===== config.mk =====
export PLATFORM = sky130hd
export DESIGN_NAME = acc_analog_comparator_control
export DESIGN_NICKNAME = d
export VERILOG_FILES = /design/src/acc_pkg.sv /design/src/acc_analog_comparator_control.sv
export VERILOG_INCLUDE_DIRS = /design/src
export SDC_FILE = /design/constraint.sdc
export NUM_CORES = 1
export LEC_CHECK = 0
export BUFFER_PORTS_ARGS = -buffer_cell sky130_fd_sc_hd__buf_2
export CORE_MARGIN = 1
export CORE_UTILIZATION = 40
export DETAILED_ROUTE_END_ITERATION = 8
export PLACE_DENSITY = 0.87
export SYNTH_ARGS = -nofsm -noshare
export SYNTH_HDL_FRONTEND = slang
export SYNTH_SLANG_ARGS = --single-unit

===== constraint.sdc =====
create_clock -name ref_clk -period 2.15 [get_ports ref_clk]
set_clock_uncertainty 0.05 [all_clocks]
set_input_delay 0.215 -clock ref_clk [delete_from_list [all_inputs] [get_ports ref_clk]]
set_output_delay 0.215 -clock ref_clk [all_outputs]
set_load 0.005 [all_outputs]

===== src/acc_params.svh =====
// Offsets, field positions, reset values and vector number for the comparator control block
`ifndef ACC_PARAMS_SVH
`define ACC_PARAMS_SVH
`define ACC_CSR_OFFSET 8'h00
`define ACC_OPT_OFFSET 8'h04
`define ACC_CSR_RESET 8'h00
`define ACC_CFG_EXAMPLE 8'hB3
`define ACC_BIT_ENABLE 7
`define ACC_BIT_BGSEL 6
`define ACC_BIT_FLAG 5
`define ACC_BIT_IE 4
`define ACC_BIT_OUT 3
`define ACC_BIT_OPE 2
`define ACC_BIT_MOD_HI 1
`define ACC_BIT_MOD_LO 0
`define ACC_BIT_CAPROUTE 0
`define ACC_VECTOR 8'h14
`endif


===== src/acc_pkg.sv =====
// Types for the comparator control block
package acc_pkg;
  typedef enum logic [1:0] {
    ACC_EDGE_FALL = 2'b00,
    ACC_EDGE_RISE = 2'b01,
    ACC_EDGE_RSVD = 2'b10,
    ACC_EDGE_ANY = 2'b11
  } acc_edge_t;
endpackage : acc_pkg


===== src/acc_analog_comparator_control.sv =====
// Control, event and AXI4-Lite register logic around an analog comparator
// Behaviour
// - Enable bit runs the comparator and its event logic; example image is 0xB3.
// - Reference-select clear picks the external input instead of the bandgap.
// - One input may be compared against the internal reference voltage.
// - Edge mode 11 sets the event flag on rising or falling output edges.
// - Output-pin enable clear keeps result off the pin; set drives it while the enable bit is set.
// - Option bit routes comparator output to timer capture channel 0.
// - With interrupt enable set, each selected-edge crossing raises an interrupt.
// - Interrupt is delivered with its own dedicated vector number 20.
`include "acc_params.svh"
module acc_analog_comparator_control (
  input wire logic ref_clk,
  input wire logic rstn,
  input wire logic [31:0] s_axi_awaddr,
  input wire logic s_axi_awvalid,
  output logic s_axi_awready,
  input wire logic [31:0] s_axi_wdata,
  input wire logic [3:0] s_axi_wstrb,
  input wire logic s_axi_wvalid,
  output logic s_axi_wready,
  output logic [1:0] s_axi_bresp,
  output logic s_axi_bvalid,
  input wire logic s_axi_bready,
  input wire logic [31:0] s_axi_araddr,
  input wire logic s_axi_arvalid,
  output logic s_axi_arready,
  output logic [31:0] s_axi_rdata,
  output logic [1:0] s_axi_rresp,
  output logic s_axi_rvalid,
  input wire logic s_axi_rready,
  input wire logic compareRaw,
  output logic comparatorPowerOn,
  output logic bandgapSelect,
  output logic outputPinData,
  output logic outputPinEnable,
  output logic captureChannel0,
  output logic compareIrq,
  output logic [7:0] compareIrqVector
);
  logic [7:0] csr_r, csr_nxt;
  logic capRoute_r, capRoute_nxt;
  logic syncA_r, syncB_r, syncC_r;
  logic [2:0] sync_nxt;
  logic awHeld_r, awHeld_nxt, wHeld_r, wHeld_nxt;
  logic [7:0] awAddr_r, awAddr_nxt;
  logic [7:0] wData_r, wData_nxt;
  logic wLane_r, wLane_nxt;
  logic bvalid_r, bvalid_nxt;
  logic [1:0] bresp_r, bresp_nxt;
  logic rvalid_r, rvalid_nxt;
  logic [1:0] rresp_r, rresp_nxt;
  logic [31:0] rdata_r, rdata_nxt;
  logic pinData_r, pinEn_r, cap_r, irq_r;
  logic [7:0] vec_r;
  logic pinData_nxt, pinEn_nxt, cap_nxt, irq_nxt;
  logic [7:0] vec_nxt;
  logic awRdy_r, awRdy_nxt, wRdy_r, wRdy_nxt, arRdy_r, arRdy_nxt;
  logic edgeHit, doWrite, rise, fall;

  function automatic logic [1:0] acc_decode(input logic [7:0] a);
    if (a == `ACC_CSR_OFFSET) acc_decode = 2'b01;
    else if (a == `ACC_OPT_OFFSET) acc_decode = 2'b10;
    else acc_decode = 2'b00;
  endfunction : acc_decode

  // Two flops resynchronise the raw result; the third only feeds the edge detector
  always_comb begin
    sync_nxt = {syncB_r, syncA_r, compareRaw};
  end

  always_ff @(posedge ref_clk or negedge rstn) begin
    if (!rstn) begin
      syncA_r <= 1'b0;
      syncB_r <= 1'b0;
      syncC_r <= 1'b0;
    end else begin
      syncA_r <= sync_nxt[0];
      syncB_r <= sync_nxt[1];
      syncC_r <= sync_nxt[2];
    end
  end

  assign rise = syncB_r & ~syncC_r;
  assign fall = ~syncB_r & syncC_r;

  always_comb begin
    edgeHit = 1'b0;
    if (csr_r[`ACC_BIT_ENABLE]) begin
      unique case (acc_pkg::acc_edge_t'(csr_r[`ACC_BIT_MOD_HI:`ACC_BIT_MOD_LO]))
        acc_pkg::ACC_EDGE_FALL: edgeHit = fall;
        acc_pkg::ACC_EDGE_RISE: edgeHit = rise;
        acc_pkg::ACC_EDGE_RSVD: edgeHit = fall;
        acc_pkg::ACC_EDGE_ANY: edgeHit = rise | fall;
      endcase
    end
  end

  // AXI write: address and data may arrive in either order
  assign doWrite = awHeld_r && wHeld_r && !bvalid_r;

  always_comb begin
    awHeld_nxt = awHeld_r;
    awAddr_nxt = awAddr_r;
    wHeld_nxt = wHeld_r;
    wData_nxt = wData_r;
    wLane_nxt = wLane_r;
    bvalid_nxt = bvalid_r;
    bresp_nxt = bresp_r;
    csr_nxt = csr_r;
    capRoute_nxt = capRoute_r;
    if (s_axi_awvalid && !awHeld_r) begin
      awHeld_nxt = 1'b1;
      awAddr_nxt = s_axi_awaddr[7:0];
    end
    if (s_axi_wvalid && !wHeld_r) begin
      wHeld_nxt = 1'b1;
      wData_nxt = s_axi_wdata[7:0];
      wLane_nxt = s_axi_wstrb[0];
    end
    if (doWrite) begin
      awHeld_nxt = 1'b0;
      wHeld_nxt = 1'b0;
      bvalid_nxt = 1'b1;
      bresp_nxt = (acc_decode(awAddr_r) == 2'b00) ? 2'b10 : 2'b00;
      if (wLane_r && acc_decode(awAddr_r) == 2'b01) begin
        csr_nxt[`ACC_BIT_ENABLE] = wData_r[`ACC_BIT_ENABLE];
        csr_nxt[`ACC_BIT_BGSEL] = wData_r[`ACC_BIT_BGSEL];
        csr_nxt[`ACC_BIT_IE] = wData_r[`ACC_BIT_IE];
        csr_nxt[`ACC_BIT_OPE] = wData_r[`ACC_BIT_OPE];
        csr_nxt[`ACC_BIT_MOD_HI:`ACC_BIT_MOD_LO] = wData_r[`ACC_BIT_MOD_HI:`ACC_BIT_MOD_LO];
        if (wData_r[`ACC_BIT_FLAG]) csr_nxt[`ACC_BIT_FLAG] = 1'b0;
      end
      if (wLane_r && acc_decode(awAddr_r) == 2'b10) begin
        capRoute_nxt = wData_r[`ACC_BIT_CAPROUTE];
      end
    end
    if (bvalid_r && s_axi_bready) bvalid_nxt = 1'b0;
    // A new event wins over a clear in the same cycle
    if (edgeHit) csr_nxt[`ACC_BIT_FLAG] = 1'b1;
    csr_nxt[`ACC_BIT_OUT] = syncB_r;
    // Ready lines leave flops, mirroring the next held state
    awRdy_nxt = !awHeld_nxt;
    wRdy_nxt = !wHeld_nxt;
  end

  always_ff @(posedge ref_clk or negedge rstn) begin
    if (!rstn) begin
      awHeld_r <= 1'b0;
      awAddr_r <= 8'h00;
      wHeld_r <= 1'b0;
      wData_r <= 8'h00;
      wLane_r <= 1'b0;
      bvalid_r <= 1'b0;
      bresp_r <= 2'b00;
      csr_r <= `ACC_CSR_RESET;
      capRoute_r <= 1'b0;
      awRdy_r <= 1'b1;
      wRdy_r <= 1'b1;
    end else begin
      awHeld_r <= awHeld_nxt;
      awAddr_r <= awAddr_nxt;
      wHeld_r <= wHeld_nxt;
      wData_r <= wData_nxt;
      wLane_r <= wLane_nxt;
      bvalid_r <= bvalid_nxt;
      bresp_r <= bresp_nxt;
      csr_r <= csr_nxt;
      capRoute_r <= capRoute_nxt;
      awRdy_r <= awRdy_nxt;
      wRdy_r <= wRdy_nxt;
    end
  end

  // AXI read: one outstanding, answered the cycle after the address is taken
  always_comb begin
    rvalid_nxt = rvalid_r;
    rresp_nxt = rresp_r;
    rdata_nxt = rdata_r;
    if (s_axi_arvalid && !rvalid_r) begin
      rvalid_nxt = 1'b1;
      rresp_nxt = 2'b00;
      unique case (acc_decode(s_axi_araddr[7:0]))
        2'b01: rdata_nxt = {24'h00_0000, csr_r};
        2'b10: rdata_nxt = {31'h0000_0000, capRoute_r};
        default: begin
          rdata_nxt = 32'h0000_0000;
          rresp_nxt = 2'b10;
        end
      endcase
    end else if (rvalid_r && s_axi_rready) begin
      rvalid_nxt = 1'b0;
    end
    arRdy_nxt = !rvalid_nxt;
  end

  always_ff @(posedge ref_clk or negedge rstn) begin
    if (!rstn) begin
      rvalid_r <= 1'b0;
      rresp_r <= 2'b00;
      rdata_r <= 32'h0000_0000;
      arRdy_r <= 1'b1;
    end else begin
      rvalid_r <= rvalid_nxt;
      rresp_r <= rresp_nxt;
      rdata_r <= rdata_nxt;
      arRdy_r <= arRdy_nxt;
    end
  end

  // Pin-side values follow the next register image, so pins move with the CSR
  // Pin drive is blanked while the comparator is off
  always_comb begin
    pinEn_nxt = csr_nxt[`ACC_BIT_ENABLE] & csr_nxt[`ACC_BIT_OPE];
    pinData_nxt = csr_nxt[`ACC_BIT_OPE] & syncB_r;
    cap_nxt = capRoute_nxt & syncB_r;
    irq_nxt = csr_nxt[`ACC_BIT_FLAG] & csr_nxt[`ACC_BIT_IE];
    vec_nxt = `ACC_VECTOR;
  end

  always_ff @(posedge ref_clk or negedge rstn) begin
    if (!rstn) begin
      pinData_r <= 1'b0;
      pinEn_r <= 1'b0;
      cap_r <= 1'b0;
      irq_r <= 1'b0;
      vec_r <= 8'h00;
    end else begin
      pinEn_r <= pinEn_nxt;
      pinData_r <= pinData_nxt;
      cap_r <= cap_nxt;
      irq_r <= irq_nxt;
      vec_r <= vec_nxt;
    end
  end

  assign s_axi_awready = awRdy_r;
  assign s_axi_wready = wRdy_r;
  assign s_axi_bvalid = bvalid_r;
  assign s_axi_bresp = bresp_r;
  assign s_axi_arready = arRdy_r;
  assign s_axi_rvalid = rvalid_r;
  assign s_axi_rresp = rresp_r;
  assign s_axi_rdata = rdata_r;
  assign comparatorPowerOn = csr_r[`ACC_BIT_ENABLE];
  assign bandgapSelect = csr_r[`ACC_BIT_BGSEL];
  assign outputPinData = pinData_r;
  assign outputPinEnable = pinEn_r;
  assign captureChannel0 = cap_r;
  assign compareIrq = irq_r;
  assign compareIrqVector = vec_r;
endmodule : acc_analog_comparator_control


Word-level counts from Yosys, hierarchy flattened:

Index checks and enable logic that the tools add are counted.
W data, S select, Z words.

* bits in registers: 77
* bits of input ports: 108

* equality and inequality tests: 9
* multiplexer cells: 27
* bitwise logic cells: 9
* reduce and logical (&&, ||, !) cells: 24

Operator list (number)
* $eq A8 B3 Y1 const B: 2
* $logic_not A8 Y1: 2
* $mux W2: 8
* $pmux W8 S2: 1
* $mux W1: 13
* $logic_and A1 B1 Y1: 9
* $eq A2 B2 Y1 const B: 4
* $mux W4: 2
* $logic_not A1 Y1: 7
* $and A1 B1 Y1: 6
* $eq A2 B1 Y1 const B: 3
* $mux W3: 2
* $logic_not A2 Y1: 2
* $reduce_or A2 Y1: 2
* $pmux W1 S3: 1
* $not A1 Y1: 2
* $reduce_and A2 Y1: 1
* $reduce_bool A2 Y1: 1
* $or A1 B1 Y1: 1

Logic depth before layout (Yosys ltp):

Gate-level depths: netlist (run 1).

* depth in word-level cells: 10
* depth in mapped cells: 6
* gate-level depth less buffers: 6

Least setup slack after synthesis (run 1):

OpenSTA, ideal clock, no wires.

* path kind: register to register
* start: reg awAddr_r[5]
* end: reg pinData_r (netlist: outputPinData)
* setup time: 0.120 ns
* arrival: 1.742 ns
* required time: 1.980 ns
* path slack: 0.238 ns
* cell stages (with the launch flop): 5
* path buffers: 0
* path through: dfrtp_1 or4_4 nor4_4 mux2_4 and2_2

* longest elaborated chain between the ends: 9
* elaborated cells between the ends (all ways): 10
* those cells by class: eq/ne (2); mux (5); bitwise (1); reduce/logical (2)

Ends and longest elaborated chain
* start: declaration: line acc_analog_comparator_control.sv:46 `logic [7:0] awAddr_r, awAddr_nxt;`
* start signal: assignment: line acc_analog_comparator_control.sv:162 `awAddr_r <= awAddr_nxt;`
* $eq A8 B3 Y1 (no line)
* $mux W2: line acc_analog_comparator_control.sv:63 `` else if (a == `ACC_OPT_OFFSET) acc_decode = 2'b10; ``
* $mux W2 (*): line acc_analog_comparator_control.sv:62 `` if (a == `ACC_CSR_OFFSET) acc_decode = 2'b01; ``
* $mux W2 (*): line acc_analog_comparator_control.sv:121 `if (doWrite) begin`
* $eq A2 B1 Y1 (*): line acc_analog_comparator_control.sv:126 `if (wLane_r && acc_decode(awAddr_r) == 2'b01) begin`
* $logic_and A1 B1 Y1 (*): line acc_analog_comparator_control.sv:126
* $mux W3 (*): line acc_analog_comparator_control.sv:126
* $mux W3 (*): line acc_analog_comparator_control.sv:121
* via csr_nxt[2]: line acc_analog_comparator_control.sv:41 `logic [7:0] csr_r, csr_nxt;`
* $and A1 B1 Y1 (*): line acc_analog_comparator_control.sv:215 `` pinData_nxt = csr_nxt[`ACC_BIT_OPE] & syncB_r; ``
* via pinData_nxt: line acc_analog_comparator_control.sv:56 `logic pinData_nxt, pinEn_nxt, cap_nxt, irq_nxt;`
* end signal: assignment: line acc_analog_comparator_control.sv:230 `pinData_r <= pinData_nxt;`
* end: declaration: line acc_analog_comparator_control.sv:54 `logic pinData_r, pinEn_r, cap_r, irq_r;`

The timed path passes the listed nets; every way through them passes the cells marked *. The select of a mux whose other input is x is not followed.
A chain may end at the register's enable or synchronous reset.

Final worst setup path (run 1):

* start: reg awAddr_r[5]
* end: reg cap_r (netlist: captureChannel0)

* longest elaborated chain between the ends: 9
* elaborated cells between the ends (all ways): 10
* those cells by class: eq/ne (2); mux (5); bitwise (1); reduce/logical (2)

Ends and longest elaborated chain
* $eq A8 B3 Y1 (no line)
* $mux W2: line acc_analog_comparator_control.sv:63
* $mux W2 (*): line acc_analog_comparator_control.sv:62
* $mux W2 (*): line acc_analog_comparator_control.sv:121
* $eq A2 B2 Y1 (*): line acc_analog_comparator_control.sv:134 `if (wLane_r && acc_decode(awAddr_r) == 2'b10) begin`
* $logic_and A1 B1 Y1 (*): line acc_analog_comparator_control.sv:134
* $mux W1 (*): line acc_analog_comparator_control.sv:134
* $mux W1 (*): line acc_analog_comparator_control.sv:121
* via capRoute_nxt: line acc_analog_comparator_control.sv:42 `logic capRoute_r, capRoute_nxt;`
* $and A1 B1 Y1 (*): line acc_analog_comparator_control.sv:216 `cap_nxt = capRoute_nxt & syncB_r;`
* via cap_nxt: line acc_analog_comparator_control.sv:56
* end signal: assignment: line acc_analog_comparator_control.sv:231 `cap_r <= cap_nxt;`
* end: declaration: line acc_analog_comparator_control.sv:54

Marked as above.

==> impl_results.md, run 1 <==
- Status: finished clean
- Simple-gate share of the synthesized area: 0.0860
- Die area: 0.00565 mm^2
- Port Buf Inserts: 54
- Setup repair bufs after CTS: 0
- Initial Utilization: 0.416
- Die width: 75.1 um
- ANT cells: 0
- WL per Instance: 11.8 um
- Count of cell types in the netlist: 31
- Worst Reg-to-Reg Cells: 4
- Clock period minus worst slack: 2070 ps
- Largest family of logic cells by synthesized area: buffers and inverters
- Crit Reg-Reg Startpoint: awAddr_r[5]
- Sequential share of the synthesized area: 0.575
- Initial antenna violation count: 0
- EDFF count, synth: 0
- Layout cell share with drive strength beyond 1: 0.397
- Number of hold violations in the final report: 0
- CP Cell Sequence: or4_4 > nor4_1 > mux2_2 > and2_1
- Critical Path RT: 2290 ps
- Xor/xnor cell area share of the yosys netlist: 0
- Row cnt: 26
- Relative slew slack: 0.567
- Final Max Tran Viols: 0
- Clk Tree Root Cell: clkbuf_8
- Adder-Cell Fraction of Synth Area: 0.0117
- Final Non-Filler Cells: 302
- Delay-heaviest family, CP: simple AND/OR/NAND/NOR gates
- DRC: 0
- Post-Route WL: 3570 um
- Critical path's slowest cell: or4_4
- WL met3: 259 um
- Min-Delay Endpoint: s_axi_bvalid
- Number of setup violations in the final report: 0
- Highest clock rate: 0.483 GHz
- Post-Syn Instances: 170
- HP Start: s_axi_bready
- Hold slack: 36.4 ps
- Synth-to-layout area growth: 15.8%
- Routability cong.: 0.696
- Synth Register Bits: 49
- Pin slew with the least headroom to its limit: 649 ps
- Fillers: 497
- DP Wirelength: 2710 um
- Count of warnings emitted by yosys: 0
- Setup crit start kind: flip-flop
- Longest Clk Path Bufs: 2
- DR WL met2: 1720 um
- Vias in the first global route: 1210
- Clock latency at the later pin of the worst-skew pair: 300 ps
- CTS tree: done
- CTS Sinks: 49
- Hold Path Depth: 2
- Top area cells in the synthesized netlist: dfrtp_1 54%, buf_4 12%, mux2_2 11%, dfstp_2 3.7%, a22o_1 2.9%
- Worst reg2reg endpoint: captureChannel0
- I/O pin count: 163
- Compound-Gate Fraction of Synth Area: 0.0632
- First-pass detailed-route iteration total: 4
- Iteration-0 DRC Markers: 50
- RSZ-0062 raised after global routing: no
- Maximum vdd drop: 0.447 mV
- Total CTS buffers: 5
- Tot GR Track Use: 0.134
- Post-Syn Area: 0.00214 mm^2
- Routed Antenna Nets: 0
- Area leader, netlist: dfrtp_1
- H-tree depth: 2
- Worst R2R Setup Slack: 80 ps
- Critical Path Sink Type: flip-flop
- Placed cell count: 292
- Main synth FF type: dfrtp_1
- Drt via density: 4.35
- Met1 WL: 1540 um
- Leading cell types in the layout, fill and taps excluded: 54 x buf_2, 46 x dfrtp_1, 33 x conb_1
- PwrDens: 961 mW/mm^2
- Clock slew at reported path FFs: 80 ps
- Total negative slack: 0 ps
- CP max FO: 3
- Mux cell area share after synthesis: 0.122
- Buffer and inverter count on the worst path: 0
- Floorplan core area: 0.00514 mm^2
- Die height: 75.1 um
- Mapped Avg Cell Area: 12.6 um^2
- First-pass GRT wire length: 5540 um
- Final Cycle Share: 0.962
- Largest stage delay on the critical path: 580 ps
- Asr flop ratio synth: 1.00
- Yosys top cell area share: 0.538
- Global route overflow: 0
- Largest net degree at the start of global routing: 19
- Most common cell after layout, fill and taps aside: buf_2
- Critical Path Stages: 4
- Pleak: 1.28 nW
- CP Data Arrival Time: 2210 ps
- Vias: 1315
- Max Cap Viol: 0
- DR top layer: met4
- Final nets: 341
- Hold WC Path Type: in2reg
- CP Class: reg2reg
stage by stage:
| step | setup slack, ps | utilization | instance area, um^2 | power, mW |
|---|---|---|---|---|
| 2_1_floorplan | 238 | - | 2260 | 1.73 |
| 3_3_place_gp | 88.3 | 0.462 | 2370 | 1.85 |
| 3_5_place_dp | 99.5 | 0.462 | 2370 | 1.88 |
| 4_1_cts | 65.0 | 0.482 | 2480 | 2.42 |
| 5_1_grt | 13.5 | 0.482 | 2480 | 2.54 |
| 6_report | 81.6 | 0.482 | 2480 | 2.38 |
repair_timing:
item | in CTS | in global routing
hold buffers | 2 | 0
gates resized for setup | 0 | 0
endpoints found under the hold margin | 17 | 0
cell families (layout without fill, tap and decap cells):
kind of cell / after synthesis / after routing
flip-flops: 49 / 49
buffers and inverters: 44 / 75
AND/OR/NAND/NOR: 30 / 30
multiplexers: 23 / 23
AO/OA/AOI/OAI: 20 / 20
adder cells (fa/ha/maj): 2 / 2
other: 2 / 33
where the power goes:
part           internal (mW)  switching (mW)
Combinational          0.284           0.241
Clock                  0.231           0.294
Sequential              1.19           0.144
Total                   1.70           0.679
layout make-up:
type	count	area [um^2]	area share
Sequential cell	49	1230	0.496
Multi-Input combinational cell	108	729	0.294
Timing Repair Buffer	60	320	0.129
Tap cell	70	87.6	0.0354
Clock buffer	7	76.3	0.0308
Inverter	7	26.3	0.0106
Clock inverter	1	7.51	0.00303
flip-flops by register name (all words and copies together) (netlist names), 7 cells and up:
register     count
awAddr_r         8
csr_r            8
wData_r          7
s_axi_rdata      8
Yosys cell counts, drive strengths merged (5+ instances only):
master,number
dfrtp,46
buf,34
mux2,22
a22o,7
inv,7
nand2,7
o21ai,7
nor2,5
worst max-delay path by stage:
stage                                 end   startpoint  slack, ps
after CTS                 captureChannel0  awAddr_r[5]         70
after detailed placement         csr_r[0]  awAddr_r[5]        100
final                     captureChannel0  awAddr_r[5]         80
after floorplan             outputPinData  awAddr_r[5]        240
after global placement    captureChannel0  awAddr_r[5]         90
after global routing             csr_r[0]  awAddr_r[5]         10
per-layer routing:
metal,GRT usage,up-vias
met5,0,-
met4,0.0556,0
met3,0.0455,5
met2,0.220,52
met1,0.161,626
li1,-,632
Note: power is estimated with default switching activity, not from simulation.
==> inputs of run 2 (changes only) <==
--- a/config.mk
+++ b/config.mk
@@ -8,9 +8,11 @@
 export LEC_CHECK = 0
 export BUFFER_PORTS_ARGS = -buffer_cell sky130_fd_sc_hd__buf_2
 export CORE_MARGIN = 1
-export CORE_UTILIZATION = 40
+export CORE_UTILIZATION = 41
+export CTS_BUF_LIST = sky130_fd_sc_hd__clkbuf_2 sky130_fd_sc_hd__clkbuf_4 sky130_fd_sc_hd__clkbuf_8
 export DETAILED_ROUTE_END_ITERATION = 8
-export PLACE_DENSITY = 0.87
+export MAX_ROUTING_LAYER = met4
+export PLACE_DENSITY = 0.89
 export SYNTH_ARGS = -nofsm -noshare
 export SYNTH_HDL_FRONTEND = slang
 export SYNTH_SLANG_ARGS = --single-unit
==> run 2 against run 1 <==
Effect of this change: utilization is 3.3 points higher; combinational power rose by 5.5%; global-route usage increased by 0.61 points; critical path depth up 1; non-clock buffer count unchanged; die area is 2.4% lower; first-iteration DRC count shrank 4.0%; critical path type unchanged; critical endpoint unchanged; largest cell class unchanged.
==> impl_results.md, run 2 (synthesis gave the netlist of run 1 again) <==
- Die height: 74.2 um
- First-pass GRT wire length: 5490 um
- Most common cell after layout, fill and taps aside: buf_2
- HP Start: s_axi_bready
- Longest Clk Path Bufs: 2
- ANT cells: 0
- Clk Tree Root Cell: clkbuf_8
- Total CTS buffers: 5
- Routability cong.: 0.714
- First-pass detailed-route iteration total: 4
- Hold slack: 43.2 ps
- Global route overflow: 0
- Floorplan core area: 0.00488 mm^2
- Place WS: 33.9 ps
- Max Cap Viol: 0
- Multi-input logic area: 744 um^2
- Port Buf Inserts: 54
- PwrDens: 969 mW/mm^2
- Setup repair bufs after CTS: 0
- Clock period minus worst slack: 2060 ps
- Total negative slack: 0 ps
- Post-Route WL: 3460 um
- Final WS setup: 89.9 ps
- Pin slew with the least headroom to its limit: 629 ps
- Row cnt: 25
- Layout cell share with drive strength beyond 1: 0.409
- Number of hold violations in the final report: 0
- Critical Path RT: 2290 ps
- CP Class: reg2reg
- Iteration-0 DRC Markers: 48
- WL per Instance: 11.6 um
- CTS Sinks: 49
- Die width: 74.2 um
- Initial Utilization: 0.438
- Final nets: 341
- Drt via density: 4.34
- Hold WC Path Type: in2reg
- Clock slew at reported path FFs: 90 ps
- Final Cycle Share: 0.958
- H-tree depth: 2
- Seq. cell area: 0.00123 mm^2
- DP Wirelength: 2610 um
- Pleak: 1.30 nW
- Highest clock rate: 0.485 GHz
- Crit Reg-Reg Startpoint: awAddr_r[5]
- Maximum vdd drop: 0.638 mV
- Vias in the first global route: 1243
- Relative slew slack: 0.580
- Status: finished clean
- CTS tree: done
- Worst Setup SP: awAddr_r[5]
- Leading cell types in the layout, fill and taps excluded: 54 x buf_2, 46 x dfrtp_1, 33 x conb_1
- Synth-to-layout area growth: 17.5%
- Routed Antenna Nets: 0
- RSZ-0062 raised after global routing: no
- Setup crit start kind: flip-flop
- CP max FO: 3
- Tot GR Track Use: 0.140
- Critical Path Sink Type: flip-flop
- Initial antenna violation count: 0
- Die area: 0.00551 mm^2
- CP Data Arrival Time: 2200 ps
- I/O pin count: 163
- Final Max Tran Viols: 0
- Clock latency at the later pin of the worst-skew pair: 300 ps
- Largest net degree at the start of global routing: 50
- Fillers: 447
- Vias: 1297
- Number of setup violations in the final report: 0
- DRC: 0
-- run 2: cell types whose count changed in the layout (fill, tap and decap cells not counted), sizes merged --
cell      before  now
clkinv         0    2
clkbuf         7    6
clkinvlp       1    0
-- run 2: area by class of cell --
cell class | instances | share of cell area
well taps | 67 | 0.0333
repair buffers | 60 | 0.132
inverters | 7 | 0.0105
multi-input cells | 108 | 0.296
clock buffers | 6 | 0.0329
clock inverters | 2 | 0.00548
flip-flops and latches | 49 | 0.489
-- run 2: what timing repair did --
item | CTS | global route
gates resized for setup | 0 | 2
setup endpoints to repair | 0 | 1
hold endpoints to repair | 47 | 0
hold buffers | 2 | 0
-- run 2: power breakdown --
group	switching, mW	internal (mW)
Combinational	0.265	0.288
Sequential	0.145	1.19
Clock	0.292	0.261
Total	0.702	1.74
-- run 2: critical path, cell delays in order (launching register included) --
cell and delay (ps):
dfrtp_1 390, or4_4 590, nor4_4 300, buf_4 150, mux2_2 320, and2_1 160
-- run 2: metal layers --
layer	global-route usage	share of wire	vias up
met5	-	0	-
met4	0.0524	0.010	0
met3	0.0515	0.074	4
met2	0.224	0.48	55
met1	0.160	0.43	612
li1	-	-	626
-- run 2: final timing paths --
kind                                   end  slack [ps]  depth (start not counted)
setup / recovery           captureChannel0          90                          5
hold / removal                s_axi_bvalid          40                          2
setup reg to reg           captureChannel0          90                          5
hold reg to reg                    syncB_r         310                          0
max in group asynchronous    s_axi_arready        1400                          3
min in group asynchronous      awAddr_r[1]         370                          3
-- run 2: stage by stage --
stage,area (um^2),utilization,std cells,power (mW)
after floorplan,2260,-,201,1.73
after global placement,2380,0.488,289,1.85
after detailed placement,2380,0.488,289,1.89
after CTS,2500,0.512,299,2.46
after global routing,2510,0.515,299,2.61
final,2510,0.515,299,2.44
==> inputs of run 3 (changes only) <==
--- a/config.mk
+++ b/config.mk
@@ -8,11 +8,11 @@
 export LEC_CHECK = 0
 export BUFFER_PORTS_ARGS = -buffer_cell sky130_fd_sc_hd__buf_2
 export CORE_MARGIN = 1
-export CORE_UTILIZATION = 41
+export CORE_UTILIZATION = 37
 export CTS_BUF_LIST = sky130_fd_sc_hd__clkbuf_2 sky130_fd_sc_hd__clkbuf_4 sky130_fd_sc_hd__clkbuf_8
 export DETAILED_ROUTE_END_ITERATION = 8
 export MAX_ROUTING_LAYER = met4
-export PLACE_DENSITY = 0.89
+export PLACE_DENSITY = 0.85
 export SYNTH_ARGS = -nofsm -noshare
 export SYNTH_HDL_FRONTEND = slang
 export SYNTH_SLANG_ARGS = --single-unit
==> constraint.sdc (replaced) <==
create_clock -name ref_clk -period 1.7 [get_ports ref_clk]
set_clock_uncertainty 0.05 [all_clocks]
set_input_delay 0.17 -clock ref_clk [delete_from_list [all_inputs] [get_ports ref_clk]]
set_output_delay 0.17 -clock ref_clk [all_outputs]
set_load 0.005 [all_outputs]
==> run 3 against run 2 <==
Effect of this change: the flow now finishes with violations (negative setup slack); fmax grew 9.0%; critical endpoint is now outputPinData; total power rose by 43%; count of clock-buffer cells in the layout fell by 1; critical path depth is the same; via count grew 7.6%; sequential power up 27%; worst setup slack worse by 280 ps; non-clock buffer count increased by 12; clock power up 77%; first-iteration DRC count fell by 46%; largest power group unchanged; cell area grew 7.2%.
==> impl_results.md, run 3 (synthesis gave the netlist of run 1 again) <==
- First-pass detailed-route iteration total: 4
- Die height: 78.0 um
- Critical path's slowest cell: or4_4
- First-pass GRT wire length: 6500 um
- Clk Tree Root Cell: clkbuf_8
- Floorplan core area: 0.00554 mm^2
- Critical Path RT: 1850 ps
- Final nets: 353
- Total CTS buffers: 5
- CP Data Arrival Time: 2040 ps
- Vias: 1395
- Largest stage delay on the critical path: 560 ps
- Hold Path Depth: 2
- Status: complete, but fails checks
- Clock period minus worst slack: 1890 ps
- Clock slew at reported path FFs: 90 ps
- Number of hold violations in the final report: 0
- Final Max Tran Viols: 0
- Longest Clk Path Bufs: 2
- H-tree depth: 2
- Number of setup violations in the final report: 11
- Finished Core Util: 0.486
- PwrDens: 1290 mW/mm^2
- Failing checks: negative setup slack
- Layout cell share with drive strength beyond 1: 0.439
- Clock latency at the later pin of the worst-skew pair: 300 ps
- CP Cell Sequence: or4_4 > nor4_4 > buf_4 > mux2_4 > and2_4
- Iteration-0 DRC Markers: 26
- I/O pin count: 163
- Die area: 0.00609 mm^2
- Hold slack: 4.12 ps
- Synth-to-layout area growth: 26.0%
- CP max FO: 3
- Drt via density: 4.41
- ANT cells: 0
- Tot GR Track Use: 0.144
- Post-Route WL: 3860 um
- Final Cycle Share: 1.11
- Setup crit start kind: flip-flop
- CTS tree: done
- Post-DP Area: 0.00247 mm^2
- Die width: 78.0 um
- Largest net degree at the start of global routing: 27
- Highest clock rate: 0.529 GHz
- Delay-heaviest family, CP: simple AND/OR/NAND/NOR gates
- Maximum vdd drop: 0.785 mV
- Most common cell after layout, fill and taps aside: buf_2
- Critical Path Stages: 5
- Pin slew with the least headroom to its limit: 540 ps
- Routed Antenna Nets: 0
- Critical Path Sink Type: flip-flop
- Relative slew slack: 0.640
- WL per Instance: 12.2 um
- Worst Reg-to-Reg Cells: 5
- Hold WC Path Type: in2reg
- RSZ-0062 raised after global routing: yes
- CP Class: reg2reg
- Final WS setup: -190 ps
- Row cnt: 27
- Global route overflow: 0
- Initial Utilization: 0.386
- Leading cell types in the layout, fill and taps excluded: 54 x buf_2, 46 x dfrtp_1, 33 x conb_1
- Buffer and inverter count on the worst path: 1
- Pleak: 1.39 nW
- Initial antenna violation count: 0
- Max Cap Viol: 0
- DP Wirelength: 2990 um
- CTS Sinks: 49
- Cell area after layout: 0.00270 mm^2
- Port Buf Inserts: 54
- Routability cong.: 0.751
- Vias in the first global route: 1445
- DRC: 0
## run 3: cell types whose count changed in the layout (fill, tap and decap cells not counted), sizes merged
cell         previous run  this run
clkinv                  2         0
dlygate4sd3             2         4
clkbuf                  6         5
buf                    58        68
inv                     7         8
bufinv                  0         2
## run 3: through the flow
step	cells	worst slack, ps	power, mW	TNS, ps
global placement	301	-182	2.42	-1350
finish	316	-190	3.47	-1160
floorplan	201	-59.9	2.21	-361
CTS	314	-181	3.48	-1460
global route	316	-287	3.69	-2300
detailed placement	301	-209	2.48	-1520
## run 3: worst paths after layout
path | from | endpoint | slack, ps
hold reg to reg | syncA_r | syncB_r | 310
setup reg to reg | awAddr_r[6] | outputPinData | -190
min in group asynchronous | rstn | s_axi_rdata[4] | 320
setup / recovery | awAddr_r[6] | outputPinData | -190
max in group asynchronous | rstn | wLane_r | 740
hold / removal | s_axi_awvalid | s_axi_awready | 4
## run 3: per-layer routing
layer,vias up,wire length [um],global-route usage,share of wire
li1,654,-,-,-
met1,685,1560,0.160,0.40
met2,49,2020,0.241,0.52
met3,7,205,0.0360,0.053
met4,0,80,0.0685,0.021
met5,-,0,-,0
## run 3: cell type report
class,count,area [um^2]
clock buffer,5,68.8
sequential,49,1230
multi-input combinational,108,776
fill,502,2850
inverter,7,26.3
clock inverter,3,68.8
timing repair buffer,72,435
tap,72,90.1
## run 3: worst reg2reg max path: stages, from the launching register on
cell     delay [ps]
dfrtp_1         390
or4_4           560
nor4_4          210
buf_4           170
mux2_4          290
and2_4          130
## run 3: repair_timing
item | CTS | global route
cloned | 0 | 0
endpoints found under the hold margin | 23 | 0
endpoints found under the setup margin | 11 | 12
pin swaps | 3 | 0
setup buffers | 1 | 2
hold buffers | 4 | 0
resized for setup | 2 | 4
## run 3: where the power goes
part | internal (mW) | switching [mW] | total (mW)
logic | 0.450 | 0.352 | 0.802
clock network | 0.592 | 0.387 | 0.978
registers | 1.50 | 0.193 | 1.69
